`src/hdl/fsc_regs.vh`:
```
`ifndef FSC_REGS_VH
`define FSC_REGS_VH
// ----------------------------------------
// register map
// ----------------------------------------
`define FSC_ADDR_W 4
`define FSC_CTRL_ADDR 4'h0
`define FSC_STAT_ADDR 4'h1
`define FSC_DATA_W 16
`define FSC_CTRL_RESET 16'h0000
`define FSC_CTRL_MASK 16'hE002
`define FSC_RDATA_IDLE 16'h0000
// ----------------------------------------
// sequencer timing
// ----------------------------------------
`define FSC_CNT_W 8
`define FSC_CNT_ONE 8'h01
`define FSC_CNT_ZERO 8'h00
// ----------------------------------------
// control fields
// ----------------------------------------
`define FSC_BIT_ENABLE 15
`define FSC_BIT_DIR 14
`define FSC_BIT_POL 13
`define FSC_BIT_EDGE 1
// ----------------------------------------
// status fields
// ----------------------------------------
`define FSC_ST_SYNC_IN 0
`define FSC_ST_PULSE_SEEN 1
`define FSC_ST_BUSY 2
`define FSC_ST_FRAME_PHASE 3
`endif

```
`src/hdl/fsc_framed_sync.v`:
```
// Summary of operation
// - enable bit puts sync pulse on select pin
// - direction bit one receives, zero drives pulse
// - polarity bit sets pulse active level
// - edge select one: pulse with first clock
// - edge select zero: pulse LEAD_CYCLES steps earlier, at least one
// - unused control bits read zero, ignore writes
//
// Design decisions made here: the strobed register port and the register addresses.
`timescale 1ns/10ps
`include "fsc_regs.vh"

module fsc_framed_sync #(
    parameter LEAD_CYCLES = 1
) (
    // clock and reset
    input wire CLK,
    input wire RST_N,
    input wire CE,
    // register port
    input wire [`FSC_ADDR_W-1:0] ADDR,
    input wire [`FSC_DATA_W-1:0] WDATA,
    input wire WR,
    input wire RD,
    output reg [`FSC_DATA_W-1:0] RDATA,
    // frame request from the shifter
    input wire FRAME_START,
    output reg FIRST_BIT_CLK,
    // select pin
    input wire SYNC_PIN_IN,
    output reg SYNC_PIN_OUT,
    output reg SYNC_PIN_OE_N,
    // received frame start
    output reg FRAME_SYNC_DET
);

// ----------------------------------------
// local constants
// ----------------------------------------
// full width first, so the cut to the counter width is deliberate
localparam [31:0] LEAD_FULL = LEAD_CYCLES;
localparam [`FSC_CNT_W-1:0] LEAD_INIT = LEAD_FULL[`FSC_CNT_W-1:0];

// ----------------------------------------
// register address decode
// ----------------------------------------
reg wr_ctrl;
reg rd_ctrl;
reg rd_stat;

// unmapped addresses decode to nothing: writes dropped, reads zero
// strobes meet the clock enable in the registers, not here
always @* begin
    wr_ctrl = 1'b0;
    rd_ctrl = 1'b0;
    rd_stat = 1'b0;
    if (ADDR == `FSC_CTRL_ADDR) begin
        wr_ctrl = WR;
        rd_ctrl = RD;
    end else if (ADDR == `FSC_STAT_ADDR) begin
        rd_stat = RD;
    end
end

// ----------------------------------------
// control register
// ----------------------------------------
reg [`FSC_DATA_W-1:0] framed_serial_control;

// unimplemented positions are never stored
always @(posedge CLK or negedge RST_N) begin
    if (!RST_N) begin
        framed_serial_control <= `FSC_CTRL_RESET;
    end else if (CE && wr_ctrl) begin
        framed_serial_control <= WDATA & `FSC_CTRL_MASK;
    end
end

// ----------------------------------------
// control fields
// ----------------------------------------
wire framed_mode_enable = framed_serial_control[`FSC_BIT_ENABLE];
wire sync_pulse_direction = framed_serial_control[`FSC_BIT_DIR];
wire sync_pulse_polarity = framed_serial_control[`FSC_BIT_POL];
wire sync_pulse_edge_select = framed_serial_control[`FSC_BIT_EDGE];

// ----------------------------------------
// operating mode
// ----------------------------------------
wire master = framed_mode_enable && !sync_pulse_direction;
wire slave = framed_mode_enable && sync_pulse_direction;

// ----------------------------------------
// pin input synchroniser
// ----------------------------------------
reg sync_meta;
reg sync_pin;
reg sync_pin_d;

// first stage may go metastable; only the second stage reads it
always @(posedge CLK or negedge RST_N) begin
    if (!RST_N) begin
        sync_meta <= 1'b0;
    end else if (CE) begin
        sync_meta <= SYNC_PIN_IN;
    end
end

always @(posedge CLK or negedge RST_N) begin
    if (!RST_N) begin
        sync_pin <= 1'b0;
    end else if (CE) begin
        sync_pin <= sync_meta;
    end
end

// edge history, taken from the settled stage
always @(posedge CLK or negedge RST_N) begin
    if (!RST_N) begin
        sync_pin_d <= 1'b0;
    end else if (CE) begin
        sync_pin_d <= sync_pin;
    end
end

// active level folded in so both polarities look active-high
wire sync_active = sync_pulse_polarity ? sync_pin : ~sync_pin;
wire sync_active_d = sync_pulse_polarity ? sync_pin_d : ~sync_pin_d;
wire slave_edge = slave && sync_active && !sync_active_d;

// ----------------------------------------
// master pulse sequencer
// ----------------------------------------
localparam ST_IDLE = 2'h0;
localparam ST_LEAD = 2'h1;
localparam ST_FIRST = 2'h2;

reg [1:0] state;
reg [1:0] next_state;
reg [`FSC_CNT_W-1:0] lead_cnt;
reg [`FSC_CNT_W-1:0] next_lead_cnt;
reg pulse_on;
reg first_clk;
reg pulse_seen;

// leaving master mode aborts a frame at once
// a frame start while busy or outside master mode is dropped
// a lead count of zero still gives one lead cycle
always @* begin
    next_state = state;
    next_lead_cnt = lead_cnt;
    case (state)
        ST_IDLE: begin
            if (FRAME_START) begin
                if (sync_pulse_edge_select) begin
                    next_state = ST_FIRST;
                end else begin
                    next_state = ST_LEAD;
                    next_lead_cnt = LEAD_INIT;
                end
            end
        end
        ST_LEAD: begin
            if (lead_cnt <= `FSC_CNT_ONE) begin
                next_state = ST_FIRST;
            end else begin
                next_lead_cnt = lead_cnt - `FSC_CNT_ONE;
            end
        end
        ST_FIRST: begin
            next_state = ST_IDLE;
        end
        default: begin
            next_state = ST_IDLE;
        end
    endcase
    if (!master) begin
        next_state = ST_IDLE;
    end
end

// pin and marker decode of the sequencer state
always @* begin
    pulse_on = 1'b0;
    first_clk = 1'b0;
    case (state)
        ST_LEAD: begin
            // pulse alone, ahead of the first bit clock
            pulse_on = 1'b1;
        end
        ST_FIRST: begin
            first_clk = 1'b1;
            // coincident mode holds the pulse through the first clock
            pulse_on = sync_pulse_edge_select;
        end
        default: begin
            pulse_on = 1'b0;
        end
    endcase
end

always @(posedge CLK or negedge RST_N) begin
    if (!RST_N) begin
        state <= ST_IDLE;
        lead_cnt <= `FSC_CNT_ZERO;
    end else if (CE) begin
        state <= next_state;
        lead_cnt <= next_lead_cnt;
    end
end

// ----------------------------------------
// select pin drive
// ----------------------------------------
// pin drive is registered, so it follows the state by one cycle
// slave mode and disabled mode release the pin
always @(posedge CLK or negedge RST_N) begin
    if (!RST_N) begin
        SYNC_PIN_OE_N <= 1'b1;
    end else if (CE) begin
        SYNC_PIN_OE_N <= !master;
    end
end

// idle level tracks polarity, so a polarity change moves the pin at once
always @(posedge CLK or negedge RST_N) begin
    if (!RST_N) begin
        SYNC_PIN_OUT <= 1'b1;
    end else if (CE) begin
        SYNC_PIN_OUT <= pulse_on ~^ sync_pulse_polarity;
    end
end

// ----------------------------------------
// frame markers
// ----------------------------------------
always @(posedge CLK or negedge RST_N) begin
    if (!RST_N) begin
        FIRST_BIT_CLK <= 1'b0;
    end else if (CE) begin
        FIRST_BIT_CLK <= first_clk;
    end
end

// slave: rising edge of the active level marks a frame
always @(posedge CLK or negedge RST_N) begin
    if (!RST_N) begin
        FRAME_SYNC_DET <= 1'b0;
    end else if (CE) begin
        FRAME_SYNC_DET <= slave_edge;
    end
end

// ----------------------------------------
// status register
// ----------------------------------------
// a pulse landing with the clearing read wins, so none is lost
always @(posedge CLK or negedge RST_N) begin
    if (!RST_N) begin
        pulse_seen <= 1'b0;
    end else if (CE) begin
        if (slave_edge) begin
            pulse_seen <= 1'b1;
        end else if (rd_stat) begin
            pulse_seen <= 1'b0;
        end
    end
end

// snapshot only; positions above the flags read zero
reg [`FSC_DATA_W-1:0] status_word;
always @* begin
    status_word = `FSC_RDATA_IDLE;
    status_word[`FSC_ST_SYNC_IN] = sync_active;
    status_word[`FSC_ST_PULSE_SEEN] = pulse_seen;
    status_word[`FSC_ST_BUSY] = (state != ST_IDLE);
    status_word[`FSC_ST_FRAME_PHASE] = (state == ST_LEAD);
end

// ----------------------------------------
// read data
// ----------------------------------------
reg [`FSC_DATA_W-1:0] next_rdata;

// data stand one cycle only; zero otherwise lets ports be or-ed
always @* begin
    if (rd_ctrl) begin
        next_rdata = framed_serial_control & `FSC_CTRL_MASK;
    end else if (rd_stat) begin
        next_rdata = status_word;
    end else begin
        next_rdata = `FSC_RDATA_IDLE;
    end
end

always @(posedge CLK or negedge RST_N) begin
    if (!RST_N) begin
        RDATA <= `FSC_RDATA_IDLE;
    end else if (CE) begin
        RDATA <= next_rdata;
    end
end

endmodule

```
`config.mk`:
```
export PLATFORM = sky130hd
export DESIGN_NAME = fsc_framed_sync
export DESIGN_NICKNAME = d
export VERILOG_FILES = /design/src/hdl/fsc_framed_sync.v
export VERILOG_INCLUDE_DIRS = /design/src /design/src/hdl
export SDC_FILE = /design/constraint.sdc
export NUM_CORES = 1
export LEC_CHECK = 0
export BUFFER_PORTS_ARGS = -buffer_cell sky130_fd_sc_hd__buf_2
export CORE_UTILIZATION = 45
export DETAILED_ROUTE_END_ITERATION = 6
export GPL_ROUTABILITY_DRIVEN = 0
export PLACE_DENSITY = 0.68
export RECOVER_POWER = 100
export SLEW_MARGIN = 20
export SYNTH_ARGS = -nofsm -noshare
export SYNTH_HDL_FRONTEND = slang
export SYNTH_SLANG_ARGS = --single-unit
```
`constraint.sdc`:
```
create_clock -name CLK -period 2.6 [get_ports CLK]
set_clock_uncertainty 0.2 [all_clocks]
set_input_delay 0.52 -clock CLK [delete_from_list [all_inputs] [get_ports CLK]]
set_output_delay 0.52 -clock CLK [all_outputs]
set_load 0.01 [all_outputs]
```
======== Word-level counts from Yosys, hierarchy flattened ========
Cells that the tools add are included.
storage, ports and cells
  register bits after elaboration ......... 38
  latch bits .............................. 0
  RAM bits ................................ 0
  memory bits (read-only) ................. 0
  input port bits ......................... 27
  output and inout bits ................... 20
  memories kept ........................... 0
operators by class
  add/sub/neg operators ................... 1
  multiply operators ...................... 0
  divide/modulo/power cells ............... 0
  order comparisons ....................... 1
  equal/unequal tests ..................... 8
  shift-type cells ........................ 0
  muxes and demuxes ....................... 21
  bitwise gates (word level) .............. 3
  reductions and logical operators ........ 16
operator list
  kind                                                                   count
  8-bit two-way mux                                                      3
  16-bit two-way mux                                                     1
  8-bit one-hot mux with 2 select lines                                  1
  1-bit two-way mux                                                      9
  8-bit by 1-bit <= comparator with 1-bit output, second input constant  1
  2-bit two-way mux                                                      4
  8-bit by 1-bit subtractor with 8-bit output, second input constant     1
  2-bit != test, second input constant                                   3
  2-bit nonzero test                                                     3
  1-bit logical AND                                                      5
  5-bit AND reduction                                                    1
  4-bit by 1-bit == test with 1-bit output, second input constant        1
  4-bit logical NOT                                                      1
  4-bit two-way mux                                                      1
  2-bit one-hot mux with 2 select lines                                  1
  1-bit logical NOT                                                      3
  3-bit by 2-bit != test with 1-bit output, second input constant        1
  3-bit != test, second input constant                                   1
  3-bit AND reduction                                                    1
  2-bit by 1-bit == test with 1-bit output, second input constant        1
  2-bit == test, second input constant                                   1
  2-bit logical NOT                                                      1
  1-bit NOT                                                              2
  1-bit one-hot mux with 2 select lines                                  1
  2 further kinds                                                        2

======== Longest topological paths before layout ========
Gate-level depths: netlist of run 1.
  depth in word-level cells ............... 6
  mapped depth ............................ 7
  gate-level depth less buffers ........... 6

======== Worst setup path after synthesis of run 1 ========
No wires, ideal clock.
  kind .................................... reg2reg
  from .................................... register state[1]
  to ...................................... register lead_cnt[7]
  library setup time ...................... 0.078 ns
  arrival ................................. 2.070 ns
  path slack .............................. 0.253 ns
  cell stages (with the launch flop) ...... 8
  period minus slack after synthesis ...... 2.347 ns
  path through ............................ dfrtp_1 > inv_1 > ha_1 > buf_6 > or4b_4 > or3b_1 > or4_1 > a21boi_1
on the way
  word-level cells in the longest chain between the ends .. 3
  elaborated cells on any way between the ends .. 8
RTL lines
  what                                                                           RTL line               source
  start: declaration                                                             fsc_framed_sync.v:138  reg [1:0] state;
  start signal: assignment                                                       fsc_framed_sync.v:207  state <= next_state;
  2-bit by 1-bit == test with 1-bit output or 2-bit logical NOT (tied branches)  fsc_framed_sync.v:152  case (state)
  2-bit != test (no source line) or 2-bit nonzero test (tied branches)           n/a
  5-bit AND reduction (no source line)                                           n/a
  end signal: assignment                                                         fsc_framed_sync.v:205  lead_cnt <= `FSC_CNT_ZERO;
  end signal: assignment                                                         fsc_framed_sync.v:208  lead_cnt <= next_lead_cnt;
  end: declaration                                                               fsc_framed_sync.v:140  reg [`FSC_CNT_W-1:0] lead_cnt;
Several ways; a longest one is shown, not always the timed one.
A chain may end at the register's enable or synchronous reset.

======== Final worst setup path of run 1 ========
Ends and elaborated chain as after synthesis.

==> metrics.txt, run 1 <==
# TYPE chip_impl_metric gauge
chip_impl_info{name="run_status",value="finished, violations left"} 1
chip_impl_info{name="violations_in_the_final_reports",value="capacitance limit, slew limit"} 1
chip_impl_metric{name="slowest_delay",unit="ns"} 0.49
chip_impl_metric{name="synth_top_cell_area_share",unit="%"} 43.9
chip_impl_metric{name="layout_worst_path_cycle_share",unit="%"} 91.1
chip_impl_metric{name="finalHoldViolations",unit=""} 0
chip_impl_metric{name="hpwlAfterDp",unit="mm"} 2.25
chip_impl_info{name="commonest_cells_after_routing_fill_and_taps_aside",value="27 x dfrtp_1, 15 x clkbuf_1, 14 x buf_2, 12 x nand2_1, 10 x inv_1"} 1
chip_impl_info{name="worst_setup_path_end_kind",value="flop"} 1
chip_impl_info{name="criticalPathCategory",value="reg -> reg"} 1
chip_impl_metric{name="synthesis.instances",unit=""} 142
chip_impl_metric{name="design.die.area",unit="µm²"} 3650
chip_impl_info{name="cts_tree",value="done"} 1
chip_impl_info{name="synth_top_area_cell",value="dfrtp_1"} 1
chip_impl_metric{name="io_buffers",unit=""} 25
chip_impl_metric{name="clock_path_buffers",unit=""} 2
chip_impl_metric{name="yosys_warnings",unit=""} 0
chip_impl_metric{name="met1Wirelength",unit="mm"} 1.40
chip_impl_metric{name="detailroute.wirelength.met3",unit="µm"} 130
chip_impl_metric{name="synth_area",unit="µm²"} 1540
chip_impl_metric{name="post-cts-setup-buffers",unit=""} 0
chip_impl_metric{name="first_pass_iters",unit=""} 4
chip_impl_metric{name="synth_seq_area_share",unit="%"} 47.4
chip_impl_metric{name="finalSetupTns",unit="ns"} 0
chip_impl_metric{name="finalCriticalPeriod",unit="ns"} 2.37
chip_impl_metric{name="synth_mux_area_share",unit="%"} 11.1
chip_impl_metric{name="routed_wl",unit="mm"} 3.03
chip_impl_info{name="synth_top_flop_cell",value="dfrtp_1"} 1
chip_impl_info{name="largest_family_of_logic_cells_by_synthesized_area",value="simple AND/OR/NAND/NOR gates"} 1
chip_impl_metric{name="insertion_delay_to_the_later_sink_of_the_worst_skew_pair",unit="ns"} 0.32
chip_impl_info{name="mostFrequentLayoutCell",value="dfrtp_1"} 1
chip_impl_metric{name="filler_cells",unit=""} 301
chip_impl_metric{name="floorplan.io_pins",unit=""} 47
chip_impl_metric{name="critPathArrivalTime",unit="ns"} 2.41
chip_impl_metric{name="ys_types",unit=""} 42
chip_impl_metric{name="post-route-drc-count",unit=""} 0
chip_impl_metric{name="synth-compound-area-share",unit="%"} 12.9
chip_impl_metric{name="tightestPinTransition",unit="ns"} 1.52
chip_impl_metric{name="fin_worst_hold_slack",unit="ns"} 0.228
chip_impl_metric{name="fmaxAchievable",unit="MHz"} 422
chip_impl_metric{name="final_nets",unit=""} 205
chip_impl_metric{name="htree_num_levels",unit=""} 2
chip_impl_metric{name="cp.required",unit="ns"} 2.64
chip_impl_info{name="maxUsedRoutingLayer",value="met4"} 1
chip_impl_metric{name="tritoncts_num_sinks",unit=""} 29
chip_impl_metric{name="power.static_leakage",unit="µW"} 0.000775
chip_impl_metric{name="synth_edf_count",unit=""} 0
chip_impl_info{name="min_path_type",value="in -> reg"} 1
chip_impl_metric{name="report.final.setup_viol",unit=""} 0
chip_impl_metric{name="area_delta_synth_final",unit="%"} 10.7
chip_impl_metric{name="slew_hr",unit="%"} -1.46
chip_impl_metric{name="core",unit="µm²"} 3150
chip_impl_metric{name="grt_pass1_vias",unit=""} 1153
chip_impl_metric{name="grt_use_total",unit="%"} 19.5
chip_impl_metric{name="fraction_of_layout_instances_using_a_drive_strength_above_1",unit="%"} 17.8
chip_impl_metric{name="via_count",unit=""} 1144
chip_impl_metric{name="avgViaCountPerCell",unit=""} 5.25
chip_impl_metric{name="post_synth_fa_ha_maj_area_fraction",unit="%"} 4.07
chip_impl_metric{name="grt_pass1_wl",unit="mm"} 5.10
chip_impl_metric{name="die_extent_in_y",unit="µm"} 60.5
chip_impl_metric{name="path_max_fanout",unit=""} 3
chip_impl_metric{name="timing.max_cap.violations",unit=""} 1
chip_impl_metric{name="drtAntennaViolNets",unit=""} 0
chip_impl_metric{name="drt_iter0_markers",unit=""} 53
chip_impl_metric{name="post_synth_xor_area_fraction",unit="%"} 1.14
chip_impl_metric{name="chipWidth",unit="µm"} 60.5
chip_impl_metric{name="final-max-slew-violation-count",unit=""} 30
chip_impl_info{name="cts.root.buffer_cell",value="clkbuf_4"} 1
chip_impl_metric{name="grt_start_max_net_pins",unit=""} 30
chip_impl_metric{name="postSynthAreaPerCell",unit="µm²"} 10.8
chip_impl_metric{name="diodes",unit=""} 0
chip_impl_info{name="timing.critical_path.from_type",value="flop"} 1
chip_impl_metric{name="ctsHoldBuffers",unit=""} 0
chip_impl_metric{name="tritoncts.num_buffers",unit=""} 5
chip_impl_metric{name="antenna_found_initial",unit=""} 0
chip_impl_metric{name="initial_utilization",unit="%"} 48.8
chip_impl_metric{name="asyncSetResetFlopFracSynth",unit="%"} 100
chip_impl_metric{name="clkTransAtPathRegs",unit="ns"} 0.09
chip_impl_info{name="grt_setup_unrepaired",value="false"} 1
chip_impl_info{name="post_synth_main_area_contributors",value="dfrtp_1 44%, mux2_2 6.6%, mux2i_1 4.6%"} 1
chip_impl_info{name="slowest_stage",value="or4b_1"} 1
chip_impl_metric{name="globalRoute.totalOverflow",unit=""} 0
chip_impl_metric{name="placement_rows",unit=""} 20
chip_impl_metric{name="synthSimpleGateAreaFrac",unit="%"} 15.4
chip_impl_metric{name="power.ir.vdd_worst",unit="mV"} 0.342
chip_impl_metric{name="post_synthesis_sequential_element_count",unit=""} 29
chip_impl_metric{name="power_density",unit="nW/µm²"} 552
chip_impl_metric{name="length_of_routed_met2_wiring",unit="mm"} 1.45
chip_impl_metric{name="cts_repair_resize_count",unit=""} 0
chip_impl_info{name="path_cells",value="inv_1, ha_1, or4b_1, or3b_1, or4_1, a21boi_1"} 1
chip_impl_metric{name="route.detailed.wl_per_inst",unit="µm"} 13.9
cell families (layout without fill, tap and decap cells):
family / after synthesis / count (layout)
AND/OR/NAND/NOR: 41 / 41
flip-flops: 29 / 29
AO/OA/AOI/OAI: 27 / 27
buffers and inverters: 21 / 45
multiplexers: 16 / 16
adder cells (fa/ha/maj): 5 / 5
XOR/XNOR: 2 / 2
other: 1 / 9
routing by layer:
metal / track usage [%] / vias up
met3: 6.61 / 5
met2: 31.6 / 33
met5: 0 / -
met1: 23.9 / 552
li1: - / 554
met4: 8.44 / 0
area by class of cell:
cell class                 instances  area (µm²)  area share [%]
tap                               44        55.1            3.24
timing repair buffer              27         119            6.99
sequential                        29         728            42.8
clock buffer                       7        45.0            2.65
multi-input combinational        100         712            41.8
inverter                          10        37.5            2.21
clock inverter                     1        5.00           0.294
per-stage QoR:
step / instances / instance area [µm²] / setup WS, ns / total power, µW / utilization, %
3_5_place_dp: 210 / 1680 / 0.263 / 702 / 53.3
6_report: 218 / 1700 / 0.231 / 940 / 54.0
3_3_place_gp: 210 / 1680 / 0.302 / 694 / 53.3
4_1_cts: 218 / 1730 / 0.236 / 959 / 54.9
5_1_grt: 218 / 1700 / 0.112 / 1000 / 54.0
2_1_floorplan: 150 / 1570 / 0.253 / 650 / -
sequential cells by signal, summed over array words and instances (netlist names), 2 cells and up:
| name | cells |
|---|---|
| RDATA | 7 |
| framed_serial_control | 4 |
| lead_cnt | 8 |
| state | 2 |
Yosys cell counts (4+ instances only):
library cell	instances
mux2_2	9
inv_1	10
nand2_1	12
mux2i_1	7
o21ai_0	5
dfrtp_1	27
o2bb2ai_1	4
buf_4	9
ha_1	5
worst paths after layout:
kind                                 startpoint                              endpoint  slack [ns]  cells past startpoint
hold / removal                         WDATA[1]  framed_serial_control[1]$_DFFE_PN0P_        0.23                      2
hold reg to reg            RDATA[2]$_DFFE_PN0P_                  RDATA[2]$_DFFE_PN0P_        0.29                      1
min in group asynchronous                 RST_N                  RDATA[1]$_DFFE_PN0P_        0.35                      1
setup / recovery           state[1]$_DFFE_PN0P_               lead_cnt[7]$_DFFE_PN0P_        0.23                      6
setup reg to reg           state[1]$_DFFE_PN0P_               lead_cnt[7]$_DFFE_PN0P_        0.23                      6
max in group asynchronous                 RST_N             FIRST_BIT_CLK$_DFFE_PN0P_        0.95                      1
critical path, delay by kind of cell, from the launching register on:
| kind | cells | cell delay (ns) |
|---|---|---|
| simple gates | 3 | 1.30 |
| flops | 1 | 0.40 |
| fa+ha+maj | 1 | 0.16 |
| compound gates | 1 | 0.15 |
| buf+inv | 1 | 0.08 |
power breakdown:
| group | switching, µW | internal (µW) | total, µW |
|---|---|---|---|
| Clock | 148 | 105 | 253 |
| Combinational | 92.1 | 67.7 | 160 |
| Sequential | 37.0 | 490 | 527 |
| Total | 277 | 663 | 940 |
Power figures use the tool's default switching activity.
==> inputs of run 2 (changes only) <==
Settings changed: REMOVE_ABC_BUFFERS set to 1.
==> run 2 against run 1 <==
Effect of this change:
- the flow finishes with violations (capacitance limit)
- first-iteration DRC count is 23% lower
- sequential share of layout area down 0.47 points
- highest routed layer unchanged
- clock power increased by 25%
- critical endpoint unchanged
- combinational power barely moved
- clock-buffer cell count unchanged
==> metrics.txt, run 2 (synthesized netlist as in run 1, its figures left out) <==
# TYPE chip_impl_metric gauge
chip_impl_metric{name="core",unit="µm²"} 3150
chip_impl_metric{name="post-route-drc-count",unit=""} 0
chip_impl_metric{name="initial_utilization",unit="%"} 48.8
chip_impl_metric{name="die_extent_in_y",unit="µm"} 60.5
chip_impl_metric{name="finalHoldViolations",unit=""} 0
chip_impl_metric{name="power.ir.vdd_worst",unit="mV"} 0.407
chip_impl_metric{name="fraction_of_layout_instances_using_a_drive_strength_above_1",unit="%"} 19.0
chip_impl_metric{name="routed_wl",unit="mm"} 2.89
chip_impl_info{name="violations_in_the_final_reports",value="capacitance limit"} 1
chip_impl_metric{name="power.static_leakage",unit="µW"} 0.000785
chip_impl_info{name="criticalPathCategory",value="reg -> reg"} 1
chip_impl_metric{name="design.die.area",unit="µm²"} 3650
chip_impl_metric{name="largest_reg_flops",unit=""} 8
chip_impl_metric{name="hpwlAfterDp",unit="mm"} 2.17
chip_impl_metric{name="via_count",unit=""} 1134
chip_impl_metric{name="critPathArrivalTime",unit="ns"} 2.42
chip_impl_info{name="commonest_cells_after_routing_fill_and_taps_aside",value="27 x dfrtp_1, 14 x clkbuf_1, 13 x buf_2, 12 x nand2_1, 10 x inv_1"} 1
chip_impl_metric{name="antenna_found_initial",unit=""} 0
chip_impl_metric{name="cts_repair_resize_count",unit=""} 0
chip_impl_metric{name="clock_path_buffers",unit=""} 2
chip_impl_metric{name="io_buffers",unit=""} 25
chip_impl_metric{name="chipWidth",unit="µm"} 60.5
chip_impl_info{name="cts_tree",value="done"} 1
chip_impl_metric{name="drt_iter0_markers",unit=""} 41
chip_impl_metric{name="diodes",unit=""} 0
chip_impl_metric{name="tritoncts_num_sinks",unit=""} 29
chip_impl_info{name="largest_register",value="lead_cnt"} 1
chip_impl_metric{name="power_density",unit="nW/µm²"} 582
chip_impl_info{name="grt_setup_unrepaired",value="false"} 1
chip_impl_metric{name="first_pass_iters",unit=""} 4
chip_impl_metric{name="finalCriticalPeriod",unit="ns"} 2.37
chip_impl_metric{name="finalNonFillerCells",unit=""} 218
chip_impl_metric{name="report.power.total",unit="µW"} 1000
chip_impl_metric{name="ctsHoldBuffers",unit=""} 0
chip_impl_metric{name="floorplan.io_pins",unit=""} 47
chip_impl_metric{name="avgViaCountPerCell",unit=""} 5.20
chip_impl_metric{name="finalSetupTns",unit="ns"} 0
chip_impl_metric{name="slew_hr",unit="%"} 0.501
chip_impl_info{name="reg_top3",value="lead_cnt (8), RDATA (7), framed_serial_control (4)"} 1
chip_impl_metric{name="placement_rows",unit=""} 20
chip_impl_metric{name="grt_start_max_net_pins",unit=""} 30
chip_impl_metric{name="area_delta_synth_final",unit="%"} 11.9
chip_impl_metric{name="cp.required",unit="ns"} 2.66
chip_impl_metric{name="tightestPinTransition",unit="ns"} 1.49
chip_impl_metric{name="layout_worst_path_cycle_share",unit="%"} 91.0
chip_impl_metric{name="fmaxAchievable",unit="MHz"} 423
chip_impl_info{name="worst_setup_path_end_kind",value="flop"} 1
chip_impl_metric{name="clkTransAtPathRegs",unit="ns"} 0.09
chip_impl_metric{name="grt_pass1_vias",unit=""} 1083
chip_impl_metric{name="placed_cells_incl_taps",unit=""} 210
chip_impl_metric{name="final-max-slew-violation-count",unit=""} 0
chip_impl_info{name="min_path_type",value="in -> reg"} 1
chip_impl_metric{name="report.final.setup_viol",unit=""} 0
chip_impl_info{name="run_status",value="finished, violations left"} 1
chip_impl_metric{name="drtAntennaViolNets",unit=""} 0
chip_impl_metric{name="route.detailed.wl_per_inst",unit="µm"} 13.3
chip_impl_metric{name="post-cts-setup-buffers",unit=""} 0
chip_impl_metric{name="path_max_fanout",unit=""} 3
chip_impl_info{name="timing.critical_path.from_type",value="flop"} 1
chip_impl_metric{name="grt_pass1_wl",unit="mm"} 4.79
chip_impl_metric{name="htree_num_levels",unit=""} 2
chip_impl_metric{name="globalRoute.totalOverflow",unit=""} 0
chip_impl_metric{name="timing.max_cap.violations",unit=""} 1
chip_impl_info{name="mostFrequentLayoutCell",value="dfrtp_1"} 1
chip_impl_info{name="cts.root.buffer_cell",value="clkbuf_4"} 1
chip_impl_metric{name="grt_use_total",unit="%"} 18.5
chip_impl_metric{name="filler_cells",unit=""} 314
chip_impl_metric{name="final_nets",unit=""} 205
chip_impl_metric{name="tritoncts.num_buffers",unit=""} 5
chip_impl_metric{name="insertion_delay_to_the_later_sink_of_the_worst_skew_pair",unit="ns"} 0.33
run 2: power by group:
group / switching, µW / internal [µW] / total (µW)
combinational: 90.8 / 66.4 / 157
clock: 159 / 156 / 316
sequential: 37.1 / 491 / 528
run 2: worst paths after layout:
check	slack, ns	to	start	depth (start not counted)
worst max-delay path	0.23	lead_cnt[7]$_DFFE_PN0P_	state[1]$_DFFE_PN0P_	6
worst min-delay path	0.22	sync_meta$_DFFE_PN0P_	SYNC_PIN_IN	2
worst max register to register	0.23	lead_cnt[7]$_DFFE_PN0P_	state[1]$_DFFE_PN0P_	6
worst min register to register	0.30	SYNC_PIN_OE_N$_DFFE_PN1P_	SYNC_PIN_OE_N$_DFFE_PN1P_	2
max in group asynchronous	0.99	lead_cnt[4]$_DFFE_PN0P_	RST_N	1
min in group asynchronous	0.33	RDATA[13]$_DFFE_PN0P_	RST_N	1
run 2: routing by layer:
metal / wire length (µm) / GRT usage, % / up-vias
met5: 0 / 0 / -
met1: 1360 / 23.7 / 555
met2: 1340 / 28.6 / 24
met3: 144 / 6.82 / 6
li1: - / - / 549
met4: 43 / 6.82 / 0
run 2: layout make-up:
cell class              instances  area (µm²)  area share, %
well taps                      44        55.1           3.20
clock buffers                   7        65.1           3.78
inverters                      10        37.5           2.18
multi-input cells             100         712           41.4
clock inverters                 1        5.00          0.291
repair buffers                 27         118           6.84
flip-flops and latches         29         728           42.3
run 2: per-stage QoR:
step	setup WS, ns	utilization (%)	hold WS (ns)	instance area (µm²)
after floorplan	0.210	-	0.0244	1490
after global placement	0.305	53.3	0.262	1680
after detailed placement	0.269	53.3	0.259	1680
after CTS	0.251	55.5	0.0178	1750
after global routing	0.172	54.6	0.206	1720
final	0.235	54.6	0.217	1720
run 2: worst max-delay path, cell delays in order (launching register included):
cell	delay [ns]
dfrtp_1	0.41
inv_1	0.09
ha_1	0.16
or4b_1	0.48
or3b_1	0.41
or4_1	0.39
a21boi_0	0.17
